`src/include/scr_pkg.sv`:
```
// package: register map, field layout and reset values of the synthesizer config bank
package scr_pkg;
  localparam int SCR_DATA_W = 16;
  localparam int SCR_IDX_W = 6;
  localparam int SCR_FIRST_IDX = 6'h14;
  localparam int SCR_LAST_IDX = 6'h25;
  localparam int SCR_NUM_REGS = SCR_LAST_IDX - SCR_FIRST_IDX + 1;

  // register indices; byte address is four times the index
  localparam logic [5:0] CORE_SELECT_CTRL_IDX = 6'h14;
  localparam logic [5:0] FIXED_WORD_A_IDX = 6'h15;
  localparam logic [5:0] FIXED_WORD_B_IDX = 6'h16;
  localparam logic [5:0] FIXED_WORD_C_IDX = 6'h17;
  localparam logic [5:0] FIXED_WORD_D_IDX = 6'h18;
  localparam logic [5:0] FIXED_WORD_E_IDX = 6'h19;
  localparam logic [5:0] FIXED_WORD_F_IDX = 6'h1a;
  localparam logic [5:0] FIXED_WORD_G_IDX = 6'h1b;
  localparam logic [5:0] FIXED_WORD_H_IDX = 6'h1c;
  localparam logic [5:0] FIXED_WORD_I_IDX = 6'h1d;
  localparam logic [5:0] FIXED_WORD_J_IDX = 6'h1e;
  localparam logic [5:0] DIVIDER_STAGE_CTRL_IDX = 6'h1f;
  localparam logic [5:0] FIXED_WORD_K_IDX = 6'h20;
  localparam logic [5:0] FIXED_WORD_L_IDX = 6'h21;
  localparam logic [5:0] FEEDBACK_DIV_HIGH_IDX = 6'h22;
  localparam logic [5:0] FIXED_WORD_M_IDX = 6'h23;
  localparam logic [5:0] FEEDBACK_DIV_LOW_IDX = 6'h24;
  localparam logic [5:0] DETECTOR_DELAY_CTRL_IDX = 6'h25;

  // reset values, in index order
  localparam logic [15:0] CORE_SELECT_CTRL_RST = 16'h3048;
  localparam logic [15:0] FIXED_WORD_A_RST = 16'h0401;
  localparam logic [15:0] FIXED_WORD_B_RST = 16'h0001;
  localparam logic [15:0] FIXED_WORD_C_RST = 16'h007c;
  localparam logic [15:0] FIXED_WORD_D_RST = 16'h071a;
  localparam logic [15:0] FIXED_WORD_E_RST = 16'h0624;
  localparam logic [15:0] FIXED_WORD_F_RST = 16'h0db0;
  localparam logic [15:0] FIXED_WORD_G_RST = 16'h0002;
  localparam logic [15:0] FIXED_WORD_H_RST = 16'h0488;
  localparam logic [15:0] FIXED_WORD_I_RST = 16'h318c;
  localparam logic [15:0] FIXED_WORD_J_RST = 16'h318c;
  localparam logic [15:0] DIVIDER_STAGE_CTRL_RST = 16'hc3ec;
  localparam logic [15:0] FIXED_WORD_K_RST = 16'h0393;
  localparam logic [15:0] FIXED_WORD_L_RST = 16'h1e21;
  localparam logic [15:0] FEEDBACK_DIV_HIGH_RST = 16'h0010;
  localparam logic [15:0] FIXED_WORD_M_RST = 16'h0004;
  localparam logic [15:0] FEEDBACK_DIV_LOW_RST = 16'h0070;
  localparam logic [15:0] DETECTOR_DELAY_CTRL_RST = 16'h0205;

  // field positions
  localparam int OSC_CORE_SELECT_LSB = 11;
  localparam int OSC_CORE_SELECT_W = 3;
  localparam int OSC_CORE_FORCE_BIT = 10;
  localparam int FIRST_HALVING_ENABLE_BIT = 14;
  localparam int FB_DIV_HIGH_LSB = 0;
  localparam int FB_DIV_HIGH_W = 3;
  localparam int FB_DIV_W = 19;
  localparam int DETECTOR_DELAY_SELECT_LSB = 8;
  localparam int DETECTOR_DELAY_SELECT_W = 6;

  // field reset values
  localparam logic [2:0] OSC_CORE_SELECT_RST = 3'h6;
  localparam logic [0:0] OSC_CORE_FORCE_RST = 1'h0;
  localparam logic [0:0] FIRST_HALVING_ENABLE_RST = 1'h1;
  localparam logic [5:0] DETECTOR_DELAY_SELECT_RST = 6'h02;

  localparam logic [SCR_NUM_REGS*16-1:0] SCR_RESET_VECTOR = {
    DETECTOR_DELAY_CTRL_RST, FEEDBACK_DIV_LOW_RST, FIXED_WORD_M_RST,
    FEEDBACK_DIV_HIGH_RST, FIXED_WORD_L_RST, FIXED_WORD_K_RST,
    DIVIDER_STAGE_CTRL_RST, FIXED_WORD_J_RST, FIXED_WORD_I_RST,
    FIXED_WORD_H_RST, FIXED_WORD_G_RST, FIXED_WORD_F_RST,
    FIXED_WORD_E_RST, FIXED_WORD_D_RST, FIXED_WORD_C_RST,
    FIXED_WORD_B_RST, FIXED_WORD_A_RST, CORE_SELECT_CTRL_RST};

  typedef enum logic [1:0] {
    SCR_IDLE = 2'b01,
    SCR_ACK = 2'b10
  } scr_bus_state_t;
endpackage
```
`src/hdl/scr_config_bank.sv`:
```
// top: wishbone slave holding the synthesizer configuration words
`timescale 1ns/1ps
// Operation
// - core select field bits 13:11 of 0x14 resets to 6, names start core
// - force bit 10 of 0x14 makes device use selected core; resets 0
// - bit 14 of 0x1F enables first channel halving stage; resets 1
// - divider is 19 bits; upper three in 0x22 bits 2:0, reset 0
// - lower sixteen divider bits fill 0x24, reset 0x70
// - delay select bits 13:8 of 0x25 resets to 2, chosen by software
module scr_config_bank
  import scr_pkg::*;
(
  input wire logic clk,
  input wire logic reset_n,
  input wire logic wb_cyc_i,
  input wire logic wb_stb_i,
  input wire logic wb_we_i,
  input wire logic [7:0] wb_adr_i,
  input wire logic [3:0] wb_sel_i,
  input wire logic [31:0] wb_dat_i,
  output logic [31:0] wb_dat_o,
  output logic wb_ack_o,
  output logic wb_err_o,
  output logic [2:0] oscCoreSelect,
  output logic oscCoreForce,
  output logic [2:0] activeCoreHint,
  output logic firstHalvingEnable,
  output logic [18:0] feedbackDivider,
  output logic [5:0] detectorDelaySelect
);
  function automatic logic indexHit(input logic [5:0] idx);
    indexHit = (idx >= 6'(SCR_FIRST_IDX)) && (idx <= 6'(SCR_LAST_IDX));
  endfunction

  function automatic logic [4:0] slotOf(input logic [5:0] idx);
    logic [5:0] diff;
    diff = idx - 6'(SCR_FIRST_IDX);
    slotOf = diff[4:0];
  endfunction

  scr_bus_state_t busState_reg;
  scr_bus_state_t busState_next;
  logic [15:0] regValue [SCR_NUM_REGS];
  logic [SCR_NUM_REGS-1:0] wordWrite;
  logic [5:0] reqIndex;
  logic reqAligned;
  logic reqHit;
  logic reqNew;
  logic [15:0] readWord;
  logic [31:0] wbDat_next;

  // byte address is four times the index; low two bits must be zero
  assign reqIndex = wb_adr_i[7:2];
  assign reqAligned = (wb_adr_i[1:0] == 2'b00);
  assign reqHit = reqAligned && indexHit(reqIndex);
  assign reqNew = wb_cyc_i && wb_stb_i && (busState_reg == SCR_IDLE);

  always_comb
  begin
    busState_next = busState_reg;
    case (busState_reg)
      SCR_IDLE:
        if (reqNew)
          busState_next = SCR_ACK;
      SCR_ACK:
        busState_next = SCR_IDLE;
      default:
        busState_next = SCR_IDLE;
    endcase
  end

  always_ff @(posedge clk)
  begin
    if (!reset_n)
      busState_reg <= SCR_IDLE;
    else
      busState_reg <= busState_next;
  end

  // answer one cycle after the request; ack for mapped words, err otherwise
  always_ff @(posedge clk)
  begin
    if (!reset_n)
    begin
      wb_ack_o <= 1'b0;
      wb_err_o <= 1'b0;
    end
    else
    begin
      wb_ack_o <= reqNew && reqHit;
      wb_err_o <= reqNew && !reqHit;
    end
  end

  // write strobe per word, taken in the request cycle
  genvar g;
  generate
    for (g = 0; g < SCR_NUM_REGS; g++)
    begin : gen_words
      assign wordWrite[g] = reqNew && reqHit && wb_we_i &&
        (slotOf(reqIndex) == 5'(g));
      scr_word_reg #(
        .RESET_VALUE(SCR_RESET_VECTOR[g*16 +: 16])
      ) u_word (
        .clk(clk),
        .reset_n(reset_n),
        .writeEn(wordWrite[g]),
        .laneSel(wb_sel_i[1:0]),
        .writeData(wb_dat_i[15:0]),
        .value(regValue[g])
      );
    end
  endgenerate

  always_comb
  begin
    readWord = 16'h0000;
    if (reqHit)
      readWord = regValue[slotOf(reqIndex)];
    wbDat_next = {16'h0000, readWord};
  end

  // read data captured with the ack; upper half reads zero
  always_ff @(posedge clk)
  begin
    if (!reset_n)
      wb_dat_o <= 32'h0000_0000;
    else if (reqNew && !wb_we_i)
      wb_dat_o <= wbDat_next;
  end

  // field outputs track the words one cycle later, all from flip-flops
  logic [15:0] coreWord;
  logic [15:0] divStageWord;
  logic [15:0] fbHighWord;
  logic [15:0] fbLowWord;
  logic [15:0] delayWord;
  assign coreWord = regValue[slotOf(CORE_SELECT_CTRL_IDX)];
  assign divStageWord = regValue[slotOf(DIVIDER_STAGE_CTRL_IDX)];
  assign fbHighWord = regValue[slotOf(FEEDBACK_DIV_HIGH_IDX)];
  assign fbLowWord = regValue[slotOf(FEEDBACK_DIV_LOW_IDX)];
  assign delayWord = regValue[slotOf(DETECTOR_DELAY_CTRL_IDX)];

  always_ff @(posedge clk)
  begin
    if (!reset_n)
      oscCoreSelect <= OSC_CORE_SELECT_RST;
    else
      oscCoreSelect <= coreWord[OSC_CORE_SELECT_LSB +: OSC_CORE_SELECT_W];
  end

  // core force and the core in use when forced
  always_ff @(posedge clk)
  begin
    if (!reset_n)
    begin
      oscCoreForce <= OSC_CORE_FORCE_RST[0];
      activeCoreHint <= 3'h0;
    end
    else
    begin
      oscCoreForce <= coreWord[OSC_CORE_FORCE_BIT];
      // zero means no forced core; calibration picks freely
      activeCoreHint <= coreWord[OSC_CORE_FORCE_BIT] ?
        coreWord[OSC_CORE_SELECT_LSB +: OSC_CORE_SELECT_W] : 3'h0;
    end
  end

  always_ff @(posedge clk)
  begin
    if (!reset_n)
      firstHalvingEnable <= FIRST_HALVING_ENABLE_RST[0];
    else
      firstHalvingEnable <= divStageWord[FIRST_HALVING_ENABLE_BIT];
  end

  // assemble the 19-bit divider; halves may change apart
  always_ff @(posedge clk)
  begin
    if (!reset_n)
      feedbackDivider <= {FEEDBACK_DIV_HIGH_RST[FB_DIV_HIGH_LSB +: FB_DIV_HIGH_W],
        FEEDBACK_DIV_LOW_RST};
    else
      feedbackDivider <= {fbHighWord[FB_DIV_HIGH_LSB +: FB_DIV_HIGH_W], fbLowWord};
  end

  always_ff @(posedge clk)
  begin
    if (!reset_n)
      detectorDelaySelect <= DETECTOR_DELAY_SELECT_RST;
    else
      detectorDelaySelect <= delayWord[DETECTOR_DELAY_SELECT_LSB +: DETECTOR_DELAY_SELECT_W];
  end

  a_core_sel_follow: assert property (@(posedge clk) disable iff (!reset_n)
    wordWrite[0] && wb_sel_i[1] ##2 1'b1 |->
    oscCoreSelect == $past(wb_dat_i[13:11], 2))
    else $error("core select does not follow write");

  a_core_force_use: assert property (@(posedge clk) disable iff (!reset_n)
    oscCoreForce |-> activeCoreHint == oscCoreSelect)
    else $error("forced core not in use");

  a_core_force_off: assert property (@(posedge clk) disable iff (!reset_n)
    !oscCoreForce |-> activeCoreHint == 3'h0)
    else $error("core hint set while force off");

  a_halving_follow: assert property (@(posedge clk) disable iff (!reset_n)
    wordWrite[11] && wb_sel_i[1] |-> ##2 firstHalvingEnable == $past(wb_dat_i[14], 2))
    else $error("halving enable does not follow write");

  a_div_high: assert property (@(posedge clk) disable iff (!reset_n)
    wordWrite[14] && wb_sel_i[0] |-> ##2 feedbackDivider[18:16] == $past(wb_dat_i[2:0], 2))
    else $error("divider high bits wrong");

  a_div_low: assert property (@(posedge clk) disable iff (!reset_n)
    wordWrite[16] && (wb_sel_i[1:0] == 2'b11) |->
    ##2 feedbackDivider[15:0] == $past(wb_dat_i[15:0], 2))
    else $error("divider low bits wrong");

  a_delay_follow: assert property (@(posedge clk) disable iff (!reset_n)
    wordWrite[17] && wb_sel_i[1] |-> ##2 detectorDelaySelect == $past(wb_dat_i[13:8], 2))
    else $error("delay select does not follow write");

  // reads return the stored word, one cycle ack
  a_read_back: assert property (@(posedge clk) disable iff (!reset_n)
    reqNew && reqHit && !wb_we_i |=> wb_ack_o && wb_dat_o[15:0] == $past(readWord)
    ##1 !wb_ack_o)
    else $error("read answer wrong");

  // unmapped access gets err, never ack
  a_unmapped_err: assert property (@(posedge clk) disable iff (!reset_n)
    reqNew && !reqHit |=> wb_err_o && !wb_ack_o && wb_dat_o[31:16] == 16'h0000)
    else $error("unmapped access answered wrong");
endmodule

```
`src/hdl/scr_word_reg.sv`:
```
// one sixteen-bit read/write register word with reset value and byte lanes
`timescale 1ns/1ps
module scr_word_reg
  import scr_pkg::*;
#(
  parameter logic [15:0] RESET_VALUE = 16'h0000
)
(
  input wire logic clk,
  input wire logic reset_n,
  input wire logic writeEn,
  input wire logic [1:0] laneSel,
  input wire logic [15:0] writeData,
  output logic [15:0] value
);
  logic [15:0] wordReg;

  always_ff @(posedge clk)
  begin
    if (!reset_n)
      wordReg <= RESET_VALUE;
    else if (writeEn)
    begin
      if (laneSel[0])
        wordReg[7:0] <= writeData[7:0];
      if (laneSel[1])
        wordReg[15:8] <= writeData[15:8];
    end
  end

  assign value = wordReg;

  a_word_hold: assert property (@(posedge clk) disable iff (!reset_n)
    !writeEn |=> value == $past(value))
    else $error("word changed without write");
endmodule

```
`config.mk`:
```
export PLATFORM = sky130hd
export DESIGN_NAME = scr_config_bank
export DESIGN_NICKNAME = d
export VERILOG_FILES = /design/src/include/scr_pkg.sv /design/src/hdl/scr_config_bank.sv /design/src/hdl/scr_word_reg.sv
export SDC_FILE = /design/constraint.sdc
export NUM_CORES = 1
export LEC_CHECK = 0
export BUFFER_PORTS_ARGS = -buffer_cell sky130_fd_sc_hd__buf_2
export CORE_MARGIN = 2
export CORE_UTILIZATION = 60
export DETAILED_ROUTE_END_ITERATION = 10
export PLACE_DENSITY = 0.8
export SLEW_MARGIN = 20
export SYNTH_ARGS = -nofsm -noshare
export SYNTH_HDL_FRONTEND = slang
export SYNTH_SLANG_ARGS = --single-unit
```
`constraint.sdc`:
```
create_clock -name clk -period 3.1 [get_ports clk]
set_input_delay 0.465 -clock clk [delete_from_list [all_inputs] [get_ports clk]]
set_output_delay 0.465 -clock clk [all_outputs]
set_load 0.02 [all_outputs]
```
# Yosys cells after proc, flatten, opt, wreduce, memory -nomap -nowiden
# Cells that the tools add are included.
# classes
n_addsub	1
magnitude_cmp	3
eq_ne	18
mux	4
bitwise	1
n_reduce_logical	68
# ops
op	count
binary-select mux 16 bit (select 5 bit)	1
AND reduction 2 bit	38
two-way mux 16 bit	3
== test 5 x 4 -> 1 bit, second input constant	8
logical AND 1 bit	26
== test 5 x 3 -> 1 bit, second input constant	4
== test 5 x 2 -> 1 bit, second input constant	2
== test 5 bit, second input constant	2
>= comparator 6 x 5 -> 1 bit, second input constant	1
>= comparator 6 bit, second input constant	1
less-or-equal comparator 6 bit, second input constant	1
NOT 5 -> 6 bit	1
== test 5 x 1 -> 1 bit, second input constant	1
logical NOT 5 bit	1
subtractor 5 bit, second input constant	1
== test 2 x 1 -> 1 bit, second input constant	1
logical NOT 1 bit	2
logical NOT 2 bit	1
# word_totals
register_bits	341
input_bits	49
out_inout_bits	67
word_cells	141

# Depth between registers and ports, before layout
# Gate-level depths: netlist (run 1).
# depth
ltp_word	7
mapped_depth	10
mapped_depth_nobuf	7

# Cells and area by module
# A second synthesis (run 1) with hierarchy kept.
# hier_totals
hier_cells	1705
area_unflattened_um2	17115.2
# by_module_without_submodules
mod	instances	cells_each	area_each_um2	seq_area_each_um2
scr_word_reg (gen_words[10].u_word ...)	6	75	730.7	320.3
scr_config_bank	1	356	4087.7	1061.0
scr_word_reg (gen_words[14].u_word ...)	5	75	713.2	320.3
scr_word_reg (gen_words[0].u_word ...)	2	75	725.7	320.3
scr_word_reg (gen_words[17].u_word ...)	2	75	721.9	320.3
scr_word_reg (gen_words[11].u_word)	1	74	730.7	320.3
scr_word_reg (gen_words[3].u_word)	1	75	728.2	320.3
scr_word_reg (gen_words[16].u_word)	1	75	723.2	320.3

# Worst setup path before layout (run 1)
# Ideal clock, no wire load.
# synth_timing
path_type	input port to flip-flop
from	input port wb_adr_i[4]
to	register wb_dat_o[4]
setup_ns	0.075
arrival_ns	2.636
required_time_ns	3.025
path_slack_ns	0.389
stages	9
n_path_buf	2
cell_sequence	buf_2 -> inv_1 -> ha_1 -> xor2_2 -> or4_1 -> a2111oi_4 -> buf_6 -> a22oi_1 -> o21ai_0
# synth_via
elab_chain_cells	6
word_cells_on_any_way	10
classes_between	add/sub: 1; order compare: 2; mux: 4; bitwise: 1; reduce/logical: 2
# synth_rtl
element	line_no	text
start, declared	scr_config_bank.sv:18	input wire logic [7:0] wb_adr_i,
subtractor 5 bit	scr_config_bank.sv:37	diff = idx - 6'(SCR_FIRST_IDX);
NOT 5 -> 6 bit (not written as such)	scr_config_bank.sv:119	readWord = regValue[slotOf(reqIndex)];
binary-select mux 16 bit (select 5 bit)	scr_config_bank.sv:119	
two-way mux 16 bit (not written as such) (2 in a row)	scr_config_bank.sv:119	
two-way mux 16 bit *	scr_config_bank.sv:118	if (reqHit)
end signal, assigned	scr_config_bank.sv:129	wb_dat_o <= wbDat_next;
end, declared	scr_config_bank.sv:21	output logic [31:0] wb_dat_o,
# Mark *: on every way between the ends. The rest lies on a longest branch, timed or not. The select of a mux whose other input is x is not followed.
# A chain may end at the register's enable or synchronous reset.

# Worst setup path after layout (run 1)
# layout_timing
from	input port wb_adr_i[5]
to	register gen_words[4].u_word.wordReg[12]
# layout_via
elab_chain_cells	7
word_cells_on_any_way	10
classes_between	add/sub: 1; order compare: 2; eq/ne: 1; reduce/logical: 6
# layout_rtl
element	line_no	text
>= comparator 6 x 5 -> 1 bit or less-or-equal comparator 6 bit (tied branches)	scr_config_bank.sv:32	indexHit = (idx >= 6'(SCR_FIRST_IDX)) && (idx <= 6'(SCR_LAST_IDX));
logical AND 1 bit	scr_config_bank.sv:32	
logical AND 1 bit	scr_config_bank.sv:55	assign reqHit = reqAligned && indexHit(reqIndex);
logical AND 1 bit (2 in a row)	scr_config_bank.sv:100	assign wordWrite[g] = reqNew && reqHit && wb_we_i &&
logical AND 1 bit *	scr_config_bank.sv:100	
AND reduction 2 bit (no line) *	n/a	
end signal, assigned	scr_word_reg.sv:27	wordReg[15:8] <= writeData[15:8];
end, declared	scr_word_reg.sv:16	logic [15:0] wordReg;
# Mark *: on every way between the ends. The rest lies on a longest branch, timed or not.

==> flow_summary.yaml, run 1 <==
status:
  outcome: "complete, no violations"
cells_and_area:
  drive_above_1_share: 0.206
  syn_to_final_growth_pct: 11.1
  post_route_cell_area_sq_mm: 0.0165
  num-fill-cells: 1747
  antenna_diode_count: 0
  layout.cells.most_common: "sky130_fd_sc_hd__dfxtp_1"
  num-nets-final: 1478
  largest_register_ff_count: 288
  most_used_cells_in_the_layout_excluding_fill_and_tap_cells: "sky130_fd_sc_hd__dfxtp_1 (341), sky130_fd_sc_hd__nand2_1 (159), sky130_fd_sc_hd__mux2i_1 (153)"
yosys:
  avg_cell_area_syn_sq_um: 10.6
  netlist_instances: 1394
  sequential_area_share_after_synthesis: 0.461
  synthFlopType: "sky130_fd_sc_hd__dfxtp_1"
  async_reset_ff_frac: 0
  ys_ff_latch: 341
  netlist_cell_types: 56
  synth_edf_count: 0
  ys_warn_count: 0
  synthesis.area_sq_mm: 0.0148
routing:
  route.vias.total: 10900
  drtPass1Iterations: 5
  wl_per_cell_microns: 20.3
  routed_wirelength_mm: 36.0
  vias_per_cell: 6.15
  drtIter0Drc: 1192
  detail_route.drc_violations: 0
  ant_nets: 0
floorplanning:
  floorplan.io_pins: 116
  die_h_microns: 161
  die-area_sq_mm: 0.0260
  core_sq_mm: 0.0243
  die_width_microns: 161
  number_of_rows_created_at_floorplan: 57
  start_util: 0.609
worst_setup_path:
  cp_max_fo: 26
  critPathArrivalTime_ps: 2920
  worstSetupEndpointType: "flop"
  worstSetupStartpointType: "input pin"
  timing_worst_setup_path_type: "in -> reg"
  critical_path_required_ps: 3500
sta:
  period_minus_slack_ps: 2520
  rsz_0062_raised_after_global_routing: "no"
  timing.final.crit_share: 0.811
  max_clock_freq_mhz: 398
  slew_violations: 0
  tightestPinTransition_ps: 1170
  total_count_of_hold_check_failures_in_the_final_report: 0
  timing.slew.headroom: 0.215
  setup_violations: 0
  fin_setup_tns_ps: 0
  final.setup_skew_ps: 26.7
clocking:
  cts_hold_repair.buffers: 0
  cts.clk_slew.worst_paths_ps: 60
  clock-sinks: 341
  cts_buffer_depth: 3
  clk_root_buffer_cell: "sky130_fd_sc_hd__clkbuf_16"
  cts_made_buffers: 35
  cts-resized-gates: 0
  cts_tree: "done"
  postCtsSetupRepairBufs: 0
  worst_skew_pair.late_latency_ps: 520
  cts_max_level: 2
placed_design:
  place.detailed.hpwl_mm: 23.0
  finalWeightedCongestion: 0.841
  io_buffers: 81
  placedInstanceArea_sq_mm: 0.0153
grt:
  globalRouteTotalUtil: 0.277
  global_route.overflow_total: 0
  grt_pass1_wl_mm: 57.3
  grt_max_degree: 162
  grt_antenna_before_repair: 0
  first_global_vias: 10400
pwr:
  worst_ir_drop_vdd_v: 0.000391
  pwr_density_cell_mw_per_mm2: 555
  p_leak_nw: 6.87
run:
  maxcap_viol_count: 0
hold_path:
  min_path_type: "in -> reg"
## per-layer routing
metal	track usage	wire length, microns
met1	0.400	15900
met3	0.0493	2990
met2	0.429	16400
met4	0.0795	701
met5	0	0
## synth_stat cells, drive strengths merged, types with 8 or more instances
cell type / number / area share
a21boi: 14 / 0.0079
a22o: 30 / 0.018
a22oi: 16 / 0.0081
and2: 30 / 0.013
buf: 72 / 0.030
clkbuf: 62 / 0.016
dfxtp: 341 / 0.46
mux2: 20 / 0.015
mux2i: 153 / 0.10
mux4: 64 / 0.097
nand2: 159 / 0.040
nand2b: 13 / 0.0055
nand3: 113 / 0.038
nor2: 57 / 0.015
nor2b: 25 / 0.011
nor3: 8 / 0.0061
o2111ai: 27 / 0.033
o21ai: 138 / 0.047
## power by group
group / switching [mW] / internal (mW)
sequential: 0.000951 / 4.38
combinational: 0.394 / 0.173
clock: 1.72 / 2.47
## kinds of logic (layout without fill, tap and decap cells)
group | after synthesis | after routing | synth area share
and+or+nand+nor | 422 | 422 | 0.141
DFF | 341 | 341 | 0.461
AOI/OAI and AO/OA | 246 | 246 | 0.130
muxes | 237 | 237 | 0.216
buffers and inverters | 142 | 183 | 0.0478
adders and majority gates | 4 | 4 | 0.00338
other | 1 | 16 | 0.000253
xor gates and xnor gates | 1 | 1 | 0.00110
## layout make-up
class	count	area, sq um	area share
Multi-Input combinational cell	926	7340	0.446
Clock inverter	12	121	0.00737
Sequential cell	341	6830	0.415
Clock buffer	50	1020	0.0621
Tap cell	324	405	0.0246
Timing Repair Buffer	113	709	0.0431
Inverter	8	30.0	0.00182
## path summary, 6_finish.rpt
kind / start / endpoint / slack [ps] / cells past startpoint
setup / recovery: wb_adr_i[5] / gen_words[4].u_word.value[12]$_SDFFE_PN0P_ / 580 / 8
hold / removal: wb_dat_i[11] / gen_words[8].u_word.value[11]$_SDFFE_PN0P_ / 290 / 3
setup reg to reg: busState_reg[1]$_SDFFE_PN0P_ / gen_words[1].u_word.value[1]$_SDFFE_PN0P_ / 640 / 5
hold reg to reg: gen_words[5].u_word.value[13]$_SDFFE_PN0P_ / gen_words[5].u_word.value[13]$_SDFFE_PN0P_ / 460 / 2
## stage by stage
| stage | std cells | power, mW | util | worst slack (ps) | hold WS, ps |
|---|---|---|---|---|---|
| 3_3_place_gp | 1712 | 5.03 | 0.630 | 258 | 436 |
| 4_1_cts | 1774 | 9.14 | 0.677 | 678 | 281 |
| 3_5_place_dp | 1712 | 5.03 | 0.630 | 169 | 442 |
| 5_1_grt | 1774 | 9.37 | 0.677 | 472 | 302 |
| 6_report | 1774 | 9.14 | 0.677 | 585 | 287 |
| 2_1_floorplan | 1409 | 4.89 | - | 389 | 419 |
## critical path, stage by stage
cell                       delay (ps)
sky130_fd_sc_hd__buf_2            120
sky130_fd_sc_hd__inv_1             60
sky130_fd_sc_hd__ha_1             220
sky130_fd_sc_hd__a21bo_2          230
sky130_fd_sc_hd__and3_2           470
sky130_fd_sc_hd__o211ai_2         740
sky130_fd_sc_hd__o21ai_0          270
sky130_fd_sc_hd__a21boi_0         310
Power figures use the tool's default switching activity.
==> run 2: changes to the inputs <==
--- a/config.mk
+++ b/config.mk
@@ -7,9 +7,9 @@
 export LEC_CHECK = 0
 export BUFFER_PORTS_ARGS = -buffer_cell sky130_fd_sc_hd__buf_2
 export CORE_MARGIN = 2
-export CORE_UTILIZATION = 60
+export CORE_UTILIZATION = 54
 export DETAILED_ROUTE_END_ITERATION = 10
-export PLACE_DENSITY = 0.8
+export PLACE_DENSITY = 0.76
 export SLEW_MARGIN = 20
 export SYNTH_ARGS = -nofsm -noshare
 export SYNTH_HDL_FRONTEND = slang
==> constraint.sdc (replaced) <==
create_clock -name clk -period 2.1 [get_ports clk]
set_input_delay 0.315 -clock clk [delete_from_list [all_inputs] [get_ports clk]]
set_output_delay 0.315 -clock clk [all_outputs]
set_load 0.02 [all_outputs]
==> run 2 against run 1 <==
Sequential power increased by 48%. Critical path depth decreased by 2. Non-clock buffer count increased by 63. Clock-buffer cell count increased by 2. Cell area increased by 5.6%. Worst hold slack got worse by 180 ps. Clock skew decreased by 9.5 ps. First-iteration DRC count increased by 3.8%. Sequential share of layout area decreased by 2.2 points. Worst setup slack got worse by 500 ps. Highest routed layer unchanged.
==> flow_summary.yaml, run 2 (same netlist as run 1, synthesis figures left out) <==
clocking:
  cts_tree: "done"
  cts_max_level: 2
  cts.clk_slew.worst_paths_ps: 60
  cts_made_buffers: 34
  worst_skew_pair.late_latency_ps: 510
  cts-resized-gates: 0
  cts_buffer_depth: 3
  cts_hold_repair.buffers: 0
  clock-sinks: 341
  clk_root_buffer_cell: "sky130_fd_sc_hd__clkbuf_16"
  postCtsSetupRepairBufs: 0
pwr:
  internal_power_mw: 10.7
  worst_ir_drop_vdd_v: 0.000431
  p_leak_nw: 7.31
  pwr_density_cell_mw_per_mm2: 791
  power_frac_seq: 0.470
  p_sw_frac: 0.223
  power.net_switching_mw: 3.07
  p_clk_frac: 0.462
  combinationalPowerShare: 0.068
grt:
  grt_pass1_wl_mm: 58.5
  grt_max_degree: 142
  grt_antenna_before_repair: 0
  global_route.overflow_total: 0
  globalRouteTotalUtil: 0.255
  first_global_vias: 10700
cells_and_area:
  final_core_util: 0.645
  layout.cells.non_filler: 1851
  antenna_diode_count: 0
  drive_above_1_share: 0.243
  syn_to_final_growth_pct: 17.3
  seq_area_sq_mm: 0.00683
  layout.cells.most_common: "sky130_fd_sc_hd__dfxtp_1"
  num-nets-final: 1540
  most_used_cells_in_the_layout_excluding_fill_and_tap_cells: "sky130_fd_sc_hd__dfxtp_1 (341), sky130_fd_sc_hd__nand2_1 (159), sky130_fd_sc_hd__mux2i_1 (153)"
  num-fill-cells: 2009
  multi_input_comb_area_sq_mm: 0.00739
  largest_register_ff_count: 288
sta:
  period_minus_slack_ps: 2020
  setup_violations: 0
  slew_violations: 0
  hold_slack_ps: 103
  final.setup_skew_ps: 17.2
  total_count_of_hold_check_failures_in_the_final_report: 0
  timing.final.crit_share: 0.961
  tightestPinTransition_ps: 1070
  max_clock_freq_mhz: 495
  setup_slack_ps: 81.6
  rsz_0062_raised_after_global_routing: "no"
  timing.slew.headroom: 0.283
worst_setup_path:
  worstSetupEndpointType: "flop"
  cp_max_fo: 10
  timing_worst_setup_path_type: "reg -> reg"
  critical_path_required_ps: 2480
  critPathArrivalTime_ps: 2400
  worstSetupStartpointType: "flop"
routing:
  vias_per_cell: 5.96
  routed_wirelength_mm: 36.4
  drtIter0Drc: 1237
  drtPass1Iterations: 5
  ant_nets: 0
  wl_per_cell_microns: 19.7
  route.vias.total: 11000
  detail_route.drc_violations: 0
placed_design:
  io_buffers: 81
  place.detailed.hpwl_mm: 24.4
  finalWeightedCongestion: 0.849
  dp_slack_ps: -368
  placed_cells: 1792
floorplanning:
  number_of_rows_created_at_floorplan: 60
  start_util: 0.550
  die_h_microns: 170
  die_width_microns: 170
  core_sq_mm: 0.0270
  floorplan.io_pins: 116
  die-area_sq_mm: 0.0288
run:
  maxcap_viol_count: 0
status:
  outcome: "complete, no violations"
hold_path:
  min_path_type: "in -> reg"
==> run 2: changes by cell type in the layout (fill, tap and decap cells not counted), sizes merged <==
| cell | previous run | this run |
|---|---|---|
| buf | 112 | 175 |
| bufinv | 2 | 3 |
| clkbuf | 51 | 53 |
| clkinv | 10 | 5 |
| inv | 8 | 7 |
==> run 2: layer usage <==
metal	part of all wire	vias up	GRT usage
met5	0	-	0
met4	0.014	0	0.0606
met3	0.067	40	0.0434
met2	0.47	359	0.415
met1	0.45	5469	0.357
li1	-	5165	-
==> run 2: stage by stage <==
step / TNS [ps] / total power, mW / cell area (sq um)
6_report: 0 / 13.8 / 17400
5_1_grt: 0 / 14.1 / 17400
4_1_cts: 0 / 13.8 / 17400
3_5_place_dp: -80700 / 7.53 / 16200
3_3_place_gp: -74190 / 7.52 / 16200
2_1_floorplan: -214 / 7.23 / 15000
==> run 2: worst max-delay path, cell delays in order (launching register included) <==
cell                       delay (ps)
sky130_fd_sc_hd__dfxtp_1          310
sky130_fd_sc_hd__and4b_1          390
sky130_fd_sc_hd__nand4_1          320
sky130_fd_sc_hd__a2111o_1         520
sky130_fd_sc_hd__buf_4            200
sky130_fd_sc_hd__nand2_1           70
sky130_fd_sc_hd__o21ai_0           80
==> run 2: worst paths after layout <==
path | cells after the start | startpoint | endpoint | slack [ps]
worst min-delay path | 2 | reset_n | busState_reg[0]$_SDFFE_PN1P_ | 100
worst min register to register | 2 | gen_words[17].u_word.value[3]$_SDFFE_PN0P_ | gen_words[17].u_word.value[3]$_SDFFE_PN0P_ | 450
worst max register to register | 6 | busState_reg[1]$_SDFFE_PN0P_ | gen_words[16].u_word.value[0]$_SDFFE_PN0P_ | 80
worst max-delay path | 6 | busState_reg[1]$_SDFFE_PN0P_ | gen_words[16].u_word.value[0]$_SDFFE_PN0P_ | 80
==> run 2: cell type report <==
class,count,area share
clock buffers,52,0.0617
clock inverters,7,0.00655
inverters,8,0.00266
multi-input cells,926,0.425
flip-flops and latches,341,0.393
well taps,341,0.0245
repair buffers,176,0.0867
==> run 2: power groups by stage <==
stage                     registers, mW  clock network (mW)  logic (mW)
after floorplan                    6.62                   0       0.612
after global placement             6.62                   0       0.903
after detailed placement           6.62                   0       0.914
after CTS                          6.47                6.41       0.921
after global routing               6.47                6.66       0.985
final                              6.47                6.35       0.935
==> run 3: changes to the inputs <==
--- a/config.mk
+++ b/config.mk
@@ -7,9 +7,8 @@
 export LEC_CHECK = 0
 export BUFFER_PORTS_ARGS = -buffer_cell sky130_fd_sc_hd__buf_2
 export CORE_MARGIN = 2
-export CORE_UTILIZATION = 54
+export CORE_UTILIZATION = 35
 export DETAILED_ROUTE_END_ITERATION = 10
-export PLACE_DENSITY = 0.76
 export SLEW_MARGIN = 20
 export SYNTH_ARGS = -nofsm -noshare
 export SYNTH_HDL_FRONTEND = slang
==> run 3 against run 2 <==
Sequential power is essentially flat. Critical path depth is 4 higher. First-iteration DRC count down 38%. Largest power group unchanged. Sequential cell count stayed put. Die area up 53%. Fmax is 3.6% higher. Worst hold slack better by 26 ps.
==> flow_summary.yaml, run 3 (same netlist as run 1, synthesis figures left out) <==
worst_setup_path:
  worstSetupStartpointType: "input pin"
  worstSetupEndpointType: "flop"
  worst-r2r-setup-slack_ps: 160
  critPathArrivalTime_ps: 2330
  cp_max_fo: 21
  critical_path_required_ps: 2480
  timing_worst_setup_path_type: "in -> reg"
routing:
  vias_per_cell: 5.20
  route.vias.total: 10800
  wl_per_cell_microns: 18.7
  drtPass1Iterations: 5
  drtIter0Drc: 767
  routed_wirelength_mm: 39.1
  ant_nets: 0
  detail_route.drc_violations: 0
grt:
  grt_max_degree: 143
  global_route.overflow_total: 0
  grt_pass1_wl_mm: 62.1
  globalRouteTotalUtil: 0.179
  grt_antenna_before_repair: 3
  first_global_vias: 10700
pwr:
  worst_ir_drop_vdd_v: 0.000504
  p_leak_nw: 7.52
  design_power_total_mw: 13.8
  pwr_density_cell_mw_per_mm2: 761
clocking:
  cts_max_level: 2
  cts_hold_repair.buffers: 0
  worst_skew_pair.late_latency_ps: 530
  clk_root_buffer_cell: "sky130_fd_sc_hd__clkbuf_16"
  cts.clk_slew.worst_paths_ps: 60
  cts_made_buffers: 37
  cts_buffer_depth: 3
  cts_tree: "done"
  clock-sinks: 341
status:
  outcome: "complete, no violations"
sta:
  period_minus_slack_ps: 1950
  setup_slack_ps: 151
  total_count_of_hold_check_failures_in_the_final_report: 0
  max_clock_freq_mhz: 513
  rsz_0062_raised_after_global_routing: "no"
  final.setup_skew_ps: 22.0
  timing.final.crit_share: 0.928
  setup_violations: 0
  timing.slew.headroom: 0.572
  slew_violations: 0
  tightestPinTransition_ps: 642
  hold_slack_ps: 129
floorplanning:
  start_util: 0.354
  core_sq_mm: 0.0419
  floorplan.io_pins: 116
  die-area_sq_mm: 0.0440
  die_width_microns: 210
  number_of_rows_created_at_floorplan: 75
  die_h_microns: 210
cells_and_area:
  drive_above_1_share: 0.256
  num-nets-final: 1574
  layout.cells.most_common: "sky130_fd_sc_hd__dfxtp_1"
  final_core_util: 0.432
  most_used_cells_in_the_layout_excluding_fill_and_tap_cells: "sky130_fd_sc_hd__dfxtp_1 (341), sky130_fd_sc_hd__nand2_1 (159), sky130_fd_sc_hd__mux2i_1 (153)"
  largest_register_ff_count: 288
  syn_to_final_growth_pct: 21.9
  antenna_diode_count: 0
placed_design:
  io_buffers: 81
  place.detailed.hpwl_mm: 26.7
  dp_slack_ps: -374
  finalWeightedCongestion: 0.809
hold_path:
  min_path_type: "in -> reg"
run:
  maxcap_viol_count: 0
## run 3: worst paths after layout
path                            cells after the start                                          to                                  startpoint
worst max-delay path                               10   gen_words[4].u_word.value[3]$_SDFFE_PN1P_                                 wb_adr_i[5]
worst min-delay path                                3  gen_words[4].u_word.value[11]$_SDFFE_PN0P_                                wb_dat_i[11]
worst max register to register                      6   gen_words[4].u_word.value[3]$_SDFFE_PN1P_                busState_reg[1]$_SDFFE_PN0P_
worst min register to register                      2  gen_words[17].u_word.value[7]$_SDFFE_PN0P_  gen_words[17].u_word.value[7]$_SDFFE_PN0P_
## run 3: critical path: stages
cell                        delay [ps]
sky130_fd_sc_hd__buf_2             180
sky130_fd_sc_hd__inv_16             70
sky130_fd_sc_hd__ha_4              120
sky130_fd_sc_hd__or3b_4            400
sky130_fd_sc_hd__a211oi_4          270
sky130_fd_sc_hd__buf_12            240
sky130_fd_sc_hd__buf_4             150
sky130_fd_sc_hd__o2111ai_4         260
sky130_fd_sc_hd__mux2i_1           240
sky130_fd_sc_hd__nand2_1            70
## run 3: layout make-up
type	instances	area, sq um
Sequential cell	341	6830
Timing Repair Buffer	207	1970
Inverter	8	46.3
Tap cell	539	674
Multi-Input combinational cell	926	7390
Clock buffer	55	1090
Clock inverter	8	76.3
Fill cell	3932	23800
## run 3: per-layer routing
metal,vias to the layer above,track usage,part of all wire
li1,5236,-,-
met3,45,0.0349,0.051
met4,6,0.0487,0.018
met5,-,0,0.0010
met1,5315,0.254,0.48
met2,229,0.279,0.45
## run 3: stage by stage
| step | cells | area, sq um | setup TNS, ps |
|---|---|---|---|
| 2_1_floorplan | 1409 | 15000 | -214 |
| 3_3_place_gp | 2020 | 16900 | -64290 |
| 3_5_place_dp | 2020 | 16900 | -72290 |
| 4_1_cts | 2083 | 18100 | 0 |
| 5_1_grt | 2084 | 18100 | 0 |
| 6_report | 2084 | 18100 | 0 |
## run 3: timing repair
item,in CTS,in global routing
endpoints found under the setup margin,0,12
gates resized for setup,0,0
setup buffers,0,1
## run 3: power by group
part	internal [mW]	total, mW	switching, mW
combinational	0.384	1.02	0.634
sequential	6.47	6.47	0.00137
clock	3.70	6.26	2.57
